`src/core/calcr_pkg.sv`:
```
// Purpose: Constants and carrier types of the calibration control register bank
// Assumes: APB slave at 32-bit data, one aligned word per register
// Notes: Register byte address is four times the register index
package calcr_pkg;

  // ****************************************
  // Register indices and byte addresses
  // ****************************************
  localparam int ADDR_W = 12;
  localparam logic [7:0] IDX_OFS_REF = 8'h65;
  localparam logic [7:0] IDX_AVG = 8'h68;
  localparam logic [7:0] IDX_STATE = 8'h6A;
  localparam logic [7:0] IDX_PIN = 8'h6B;
  localparam logic [7:0] IDX_SW_TRIG = 8'h6C;
  localparam logic [7:0] IDX_MODE = 8'h70;
  localparam logic [7:0] IDX_IRQ_ST = 8'h71;
  localparam logic [7:0] IDX_IRQ_MASK = 8'h72;
  localparam logic [11:0] ADDR_OFS_REF = {2'h0, IDX_OFS_REF, 2'h0};
  localparam logic [11:0] ADDR_AVG = {2'h0, IDX_AVG, 2'h0};
  localparam logic [11:0] ADDR_STATE = {2'h0, IDX_STATE, 2'h0};
  localparam logic [11:0] ADDR_PIN = {2'h0, IDX_PIN, 2'h0};
  localparam logic [11:0] ADDR_SW_TRIG = {2'h0, IDX_SW_TRIG, 2'h0};
  localparam logic [11:0] ADDR_MODE = {2'h0, IDX_MODE, 2'h0};
  localparam logic [11:0] ADDR_IRQ_ST = {2'h0, IDX_IRQ_ST, 2'h0};
  localparam logic [11:0] ADDR_IRQ_MASK = {2'h0, IDX_IRQ_MASK, 2'h0};

  // ****************************************
  // Reset values
  // ****************************************
  localparam logic [7:0] RST_OFS_REF = 8'h01;
  localparam logic [7:0] RST_AVG = 8'h61;
  localparam logic [7:0] RST_PIN = 8'h00;
  localparam logic [7:0] RST_SW_TRIG = 8'h01;
  localparam logic [7:0] RST_MODE = 8'h00;
  localparam logic [2:0] RST_IRQ = 3'h0;

  // ****************************************
  // Field positions
  // ****************************************
  localparam int OFFSET_REFERENCE_SELECT_BIT = 2;
  localparam int OFFSET_AVERAGING_DEPTH_LSB = 4;
  localparam int LIN_AVG_LSB = 0;
  localparam int AVG_W = 3;
  localparam int CODE_LSB = 2;
  localparam int HALT_BIT = 1;
  localparam int DONE_BIT = 0;
  localparam int SEL_LSB = 1;
  localparam int HW_TRIG_BIT = 0;
  localparam int SW_TRIG_BIT = 0;
  localparam int BG_EN_BIT = 1;
  localparam int EV_DONE = 0;
  localparam int EV_HALT = 1;
  localparam int EV_FAULT = 2;

  // ****************************************
  // Status pin sources
  // ****************************************
  localparam logic [1:0] SEL_DONE = 2'h0;
  localparam logic [1:0] SEL_HALT = 2'h1;
  localparam logic [1:0] SEL_FAULT = 2'h2;
  localparam logic [1:0] SEL_LOW = 2'h3;

  // ****************************************
  // Carrier types
  // ****************************************
  typedef struct packed {
    logic fault;
    logic [2:0] stat_code;
    logic bg_stopped;
    logic foreground_cal_complete;
  } calcr_eng_stat_t;

  typedef struct packed {
    logic background_cal_enable;
    logic offset_reference_select;
    logic [2:0] offset_averaging_depth;
    logic [2:0] linearity_averaging_depth;
    logic cal_trigger;
  } calcr_eng_cfg_t;

endpackage

```
`src/core/calcr_top.sv`:
```
// Purpose: APB register bank for calibration control and status
// Assumes: Engine status inputs run on pclk; trigger pin is asynchronous
// Notes: Read of the interrupt status register clears it
`timescale 1ns/1ps
module calcr_top
  import calcr_pkg::*;
(
  input wire logic pclk,
  input wire logic presetn,
  input wire logic psel,
  input wire logic penable,
  input wire logic pwrite,
  input wire logic [ADDR_W-1:0] paddr,
  input wire logic [31:0] pwdata,
  output logic [31:0] prdata,
  output logic pready,
  output logic pslverr,
  input wire calcr_eng_stat_t eng_stat,
  output calcr_eng_cfg_t eng_cfg,
  input wire logic cal_trigger_pin,
  output logic cal_status_pin,
  output logic irq
);

  // ****************************************
  // State
  // ****************************************
  typedef struct packed {
    logic [7:0] ofs_ref;
    logic [7:0] avg;
    logic [7:0] pin;
    logic [7:0] sw_trig;
    logic [7:0] mode;
    logic [2:0] irq_st;
    logic [2:0] irq_mask;
    logic trig_s1;
    logic trig_s2;
    logic trig_sel;
    logic done;
    logic halted;
    logic fault;
    logic [2:0] code;
    logic stat_pin;
    logic irq;
    logic pready;
    logic pslverr;
    logic [31:0] prdata;
  } calcr_state_t;

  calcr_state_t st_reg;
  calcr_state_t st_next;
  logic [2:0] ev;
  logic [7:0] rd_byte;
  logic hit;
  logic done_cmp;
  logic halt_cmp;
  logic apb_setup;
  logic apb_done;

  // ****************************************
  // Next state
  // ****************************************
  always_comb
  begin
    st_next = st_reg;
    ev = 3'h0;
    rd_byte = 8'h00;
    hit = 1'b1;
    done_cmp = 1'b0;
    halt_cmp = 1'b0;

    // Trigger pin synchroniser
    st_next.trig_s1 = cal_trigger_pin;
    st_next.trig_s2 = st_reg.trig_s1;

    if (st_reg.pin[HW_TRIG_BIT])
    begin
      st_next.trig_sel = st_reg.trig_s2;
    end
    else
    begin
      st_next.trig_sel = st_reg.sw_trig[SW_TRIG_BIT];
    end

    done_cmp = eng_stat.foreground_cal_complete;
    st_next.done = done_cmp;

    if (st_reg.mode[BG_EN_BIT])
    begin
      halt_cmp = eng_stat.bg_stopped;
    end
    else
    begin
      halt_cmp = eng_stat.foreground_cal_complete;
    end
    st_next.halted = halt_cmp;

    st_next.fault = eng_stat.fault;
    st_next.code = eng_stat.stat_code;

    case (st_reg.pin[SEL_LSB +: 2])
      SEL_DONE:
      begin
        st_next.stat_pin = done_cmp;
      end
      SEL_HALT:
      begin
        st_next.stat_pin = halt_cmp;
      end
      SEL_FAULT:
      begin
        st_next.stat_pin = eng_stat.fault;
      end
      SEL_LOW:
      begin
        st_next.stat_pin = 1'b0;
      end
      default:
      begin
        st_next.stat_pin = 1'b0;
      end
    endcase

    // Rising edges of status flags
    ev[EV_DONE] = st_next.done & ~st_reg.done;
    ev[EV_HALT] = st_next.halted & ~st_reg.halted;
    ev[EV_FAULT] = st_next.fault & ~st_reg.fault;

    // APB address decode and read mux
    case (paddr)
      ADDR_OFS_REF:
      begin
        rd_byte = st_reg.ofs_ref;
      end
      ADDR_AVG:
      begin
        rd_byte = st_reg.avg;
      end
      ADDR_STATE:
      begin
        rd_byte = {3'h0, st_reg.code, st_reg.halted, st_reg.done};
      end
      ADDR_PIN:
      begin
        rd_byte = st_reg.pin;
      end
      ADDR_SW_TRIG:
      begin
        rd_byte = st_reg.sw_trig;
      end
      ADDR_MODE:
      begin
        rd_byte = st_reg.mode;
      end
      ADDR_IRQ_ST:
      begin
        rd_byte = {5'h00, st_reg.irq_st};
      end
      ADDR_IRQ_MASK:
      begin
        rd_byte = {5'h00, st_reg.irq_mask};
      end
      default:
      begin
        rd_byte = 8'h00;
        hit = 1'b0;
      end
    endcase

    // One wait state, answer on second access cycle
    apb_setup = psel & penable & ~st_reg.pready;
    apb_done = psel & penable & st_reg.pready;
    st_next.pready = apb_setup;
    st_next.pslverr = apb_setup & ~hit;
    if (apb_setup)
    begin
      st_next.prdata = {24'h000000, rd_byte};
    end
    else if (apb_done)
    begin
      st_next.prdata = 32'h00000000;
    end

    // Register writes
    if (apb_done && pwrite)
    begin
      case (paddr)
        ADDR_OFS_REF:
        begin
          st_next.ofs_ref = pwdata[7:0];
        end
        ADDR_AVG:
        begin
          st_next.avg = pwdata[7:0];
        end
        ADDR_PIN:
        begin
          st_next.pin = pwdata[7:0];
        end
        ADDR_SW_TRIG:
        begin
          st_next.sw_trig = pwdata[7:0];
        end
        ADDR_MODE:
        begin
          st_next.mode = pwdata[7:0];
        end
        ADDR_IRQ_MASK:
        begin
          st_next.irq_mask = pwdata[2:0];
        end
        default:
        begin
          st_next.mode = st_reg.mode;
        end
      endcase
    end

    // Interrupt status: read clears, new event wins
    if (apb_done && !pwrite && (paddr == ADDR_IRQ_ST))
    begin
      st_next.irq_st = 3'h0;
    end
    st_next.irq_st = st_next.irq_st | ev;
    st_next.irq = |(st_next.irq_st & st_next.irq_mask);
  end

  // ****************************************
  // Registers
  // ****************************************
  always_ff @(posedge pclk or negedge presetn)
  begin
    if (!presetn)
    begin
      st_reg.ofs_ref <= RST_OFS_REF;
      st_reg.avg <= RST_AVG;
      st_reg.pin <= RST_PIN;
      st_reg.sw_trig <= RST_SW_TRIG;
      st_reg.mode <= RST_MODE;
      st_reg.irq_st <= RST_IRQ;
      st_reg.irq_mask <= RST_IRQ;
      st_reg.trig_s1 <= 1'b0;
      st_reg.trig_s2 <= 1'b0;
      st_reg.trig_sel <= 1'b1;
      st_reg.done <= 1'b0;
      st_reg.halted <= 1'b0;
      st_reg.fault <= 1'b0;
      st_reg.code <= 3'h0;
      st_reg.stat_pin <= 1'b0;
      st_reg.irq <= 1'b0;
      st_reg.pready <= 1'b0;
      st_reg.pslverr <= 1'b0;
      st_reg.prdata <= 32'h00000000;
    end
    else
    begin
      st_reg <= st_next;
    end
  end

  // ****************************************
  // Outputs
  // ****************************************
  assign prdata = st_reg.prdata;
  assign pready = st_reg.pready;
  assign pslverr = st_reg.pslverr;
  assign cal_status_pin = st_reg.stat_pin;
  assign irq = st_reg.irq;
  assign eng_cfg.background_cal_enable = st_reg.mode[BG_EN_BIT];
  assign eng_cfg.offset_reference_select = st_reg.ofs_ref[OFFSET_REFERENCE_SELECT_BIT];
  assign eng_cfg.offset_averaging_depth = st_reg.avg[OFFSET_AVERAGING_DEPTH_LSB +: AVG_W];
  assign eng_cfg.linearity_averaging_depth = st_reg.avg[LIN_AVG_LSB +: AVG_W];
  assign eng_cfg.cal_trigger = st_reg.trig_sel;

endmodule // calcr_top

```
`config.mk`:
```
export PLATFORM = sky130hd
export DESIGN_NAME = calcr_top
export DESIGN_NICKNAME = d
export VERILOG_FILES = /design/src/core/calcr_pkg.sv /design/src/core/calcr_top.sv
export SDC_FILE = /design/constraint.sdc
export NUM_CORES = 1
export LEC_CHECK = 0
export BUFFER_PORTS_ARGS = -buffer_cell sky130_fd_sc_hd__buf_2
export CORE_UTILIZATION = 45
export CTS_BUF_LIST = sky130_fd_sc_hd__clkbuf_8 sky130_fd_sc_hd__clkbuf_16
export CTS_CLUSTER_SIZE = 25
export DETAILED_ROUTE_END_ITERATION = 8
export GPL_ROUTABILITY_DRIVEN = 0
export PLACE_DENSITY = 0.75
export SLEW_MARGIN = 20
export SYNTH_ARGS = -nofsm -noshare
export SYNTH_HDL_FRONTEND = slang
export SYNTH_SLANG_ARGS = --single-unit
```
`constraint.sdc`:
```
create_clock -name pclk -period 1.4 [get_ports pclk]
set_input_delay 0 -clock pclk [delete_from_list [all_inputs] [get_ports pclk]]
set_output_delay 0 -clock pclk [all_outputs]
set_load 0.03 [all_outputs]
```
==> flow_summary.ini <==
[routing]
routedWlPerCell_um = 16.7
drtIter0Drc = 198
vias = 2579
via_per_inst = 5.26
drc = 0
dr.pass1.iters = 4
routed_wl_mm = 8.19
final_antenna_net_count = 0

[cells_and_area]
num_antenna_cells = 0
utilization_pct = 60.8
largest_reg_flops = 45
nets = 442
regArea_um2 = 1690
stdcell_count = 490
layout_common_cells = dfrtp_1, buf_2, buf_4
layout_commonest_cell = dfrtp_1
drive_above_1_share_pct = 44.8
syn2layout_area_growth_pct = 28.4
fillers = 584
multiInputGateArea_um2 = 1650

[setup_path]
critPathMaxFanout = 5
r2r.worst_path.cells = 5
startpoint = pready
critical_path_arrival_ns = 1.67
r2r_end = irq
worst_ep_required_time_ns = 1.63
path_class = flop to flop
cp-start-kind = flop
worstSetupEndpointType = flop
reg2reg_slack_ns = -0.05
r2r_start = pready

[sta]
finalHoldViolations = 0
rsz0062_at_grt = yes
period_share_pct = 103
maxSlewViolCount = 0
fmax_ghz = 0.691
setup_ws_ns = -0.0478
period_needed_ns = 1.45
setup_viol = 17
skew_ns = 0.00634

[global_routing]
grt_max_degree = 23
track_usage_pct = 21.1
grt_overflow = 0
antenna_found_initial = 0
first_global_vias = 2587
grt_pass1_wl_mm = 13.2

[pwr]
power_leakage_nw = 2.22
p_per_area_nw_per_um2 = 885
peakVddDrop_mv = 0.565

[placed_design]
dp_hpwl_mm = 5.85
dp_slack_ns = -0.190
port_buffers = 52
dp_cells = 457

[clock_tree]
cts_buffers = 9
clk_pin_slew_ns = 0.07
clock_path_buffers = 2
cts.sink_count = 67
insertion_delay_ns = 0.35
cts_tree = done
root_buffer = clkbuf_8
cts_htree_levels = 3

[die]
pin_count = 101
fp.dieArea_um2 = 8110
rows = 31
die_w_um = 90.1
design.core.area_um2 = 7370
fp.dieH_um = 90.1
start_util_pct = 47.4

[synthesis]
synth-xor-area-share_pct = 0
synth_cell_types = 53
synth_edf_count = 0
synthFlopType = dfrtp_1
syn_inst = 294
synth-seq-cells = 67
synthesis.area_um2 = 3490
synth_compound_area_share_pct = 11.5
synth_top_family_by_area = multiplexers
async_flop_share_pct = 100
synth_mux_area_share_pct = 17.0
syn_avg_cell_area_um2 = 11.9
synthAdderAreaFrac_pct = 0
ys_warn_count = 0
synth-simple-area-share_pct = 11.0
ys_seq_area_share_pct = 48.3

[worst_hold_path]
hp-start = pwdata[0]
holdCritPathClass = input pin to flop
holdPathEnd = st_reg[45]
holdPathStages = 3

[job]
drv_cap = 0

[outcome]
status = complete, but fails checks
violations = setup timing
-- final cells by class --
cell class / instances / area share [%]
clock buffers: 10 / 3.07
clock inverters: 6 / 1.28
inverters: 9 / 0.754
multi-input cells: 187 / 36.7
flip-flops and latches: 67 / 37.6
well taps: 99 / 2.76
repair buffers: 112 / 17.8
-- power by group --
group | switching, mW | leakage (nW) | internal, mW | total [mW]
combinational | 0.273 | 1.25 | 0.150 | 0.423
sequential | 0.00775 | 0.875 | 1.95 | 1.96
clock | 0.727 | 0.101 | 0.855 | 1.58
-- Yosys cell counts, drive strengths merged (2+ instances only) --
library cell	count	area share [%]
and2b	2	0.43
mux2	42	14
nor2	6	0.65
nand2	12	1.3
a2bb2oi	2	0.86
o21ai	6	0.86
dfstp	6	4.5
nand3	5	0.86
a21oi	12	1.7
inv	9	0.97
or2	2	0.36
mux2i	12	3.4
clkbuf	3	0.32
a22oi	6	1.3
nor3b	3	0.97
nand2b	2	0.36
o2bb2ai	3	0.75
dfrtp	61	44
nor3	3	0.43
buf	51	11
a22o	6	1.5
nor4	3	1.3
and3	5	0.93
nor2b	4	0.72
a222oi	6	1.7
nand3b	4	0.97
-- layer usage --
layer | vias to the layer above | GRT usage (%) | wire length [µm]
met3 | 14 | 4.82 | 444
met1 | 1267 | 28.5 | 3830
li1 | 1193 | - | -
met5 | - | 0 | 0
met4 | 0 | 8.33 | 142
met2 | 105 | 32.8 | 3780
-- through the flow --
stage / setup TNS, ns / total power [mW] / cell area, µm² / hold WS, ns
after floorplan: -2.89 / 2.23 / 3620 / -0.296
after global placement: -6.21 / 2.36 / 3960 / -0.0572
after detailed placement: -7.13 / 2.37 / 3960 / -0.0545
after CTS: -0.335 / 3.99 / 4380 / 0.000473
after global routing: -1.70 / 4.11 / 4480 / 0.0484
final: -0.314 / 3.96 / 4480 / 0.0275
-- worst max path at each step --
stage,depth (start not counted),to,slack (ns)
global route,4,prdata[2],-0.08
finish,5,irq,-0.05
detailed placement,8,eng_cfg[8],-0.19
global placement,8,st_reg[78],-0.19
CTS,5,irq,-0.05
floorplan,7,eng_cfg[7],-0.1
-- worst max-delay path: stages, from the launching register on --
cell	delay, ns
dfrtp_2	0.36
buf_4	0.14
nand3_2	0.08
or4_4	0.47
a2bb2oi_4	0.17
o221ai_2	0.11
-- cell families (layout without fill, tap and decap cells) --
family | Yosys count | count (layout)
DFF | 67 | 67
buffers and inverters | 63 | 137
and+or+nand+nor | 58 | 58
muxes | 54 | 54
AOI/OAI and AO/OA | 51 | 51
other | 1 | 24
-- repair_timing --
| item | in CTS | in global routing |
|---|---|---|
| resized for setup | 15 | 22 |
| pin swaps | 4 | 7 |
| setup buffers | 0 | 2 |
| endpoints found under the setup margin | 33 | 40 |
| hold endpoints to repair | 105 | 0 |
| hold buffers | 15 | 0 |
No activity file was read; power rests on OpenSTA's default activity.
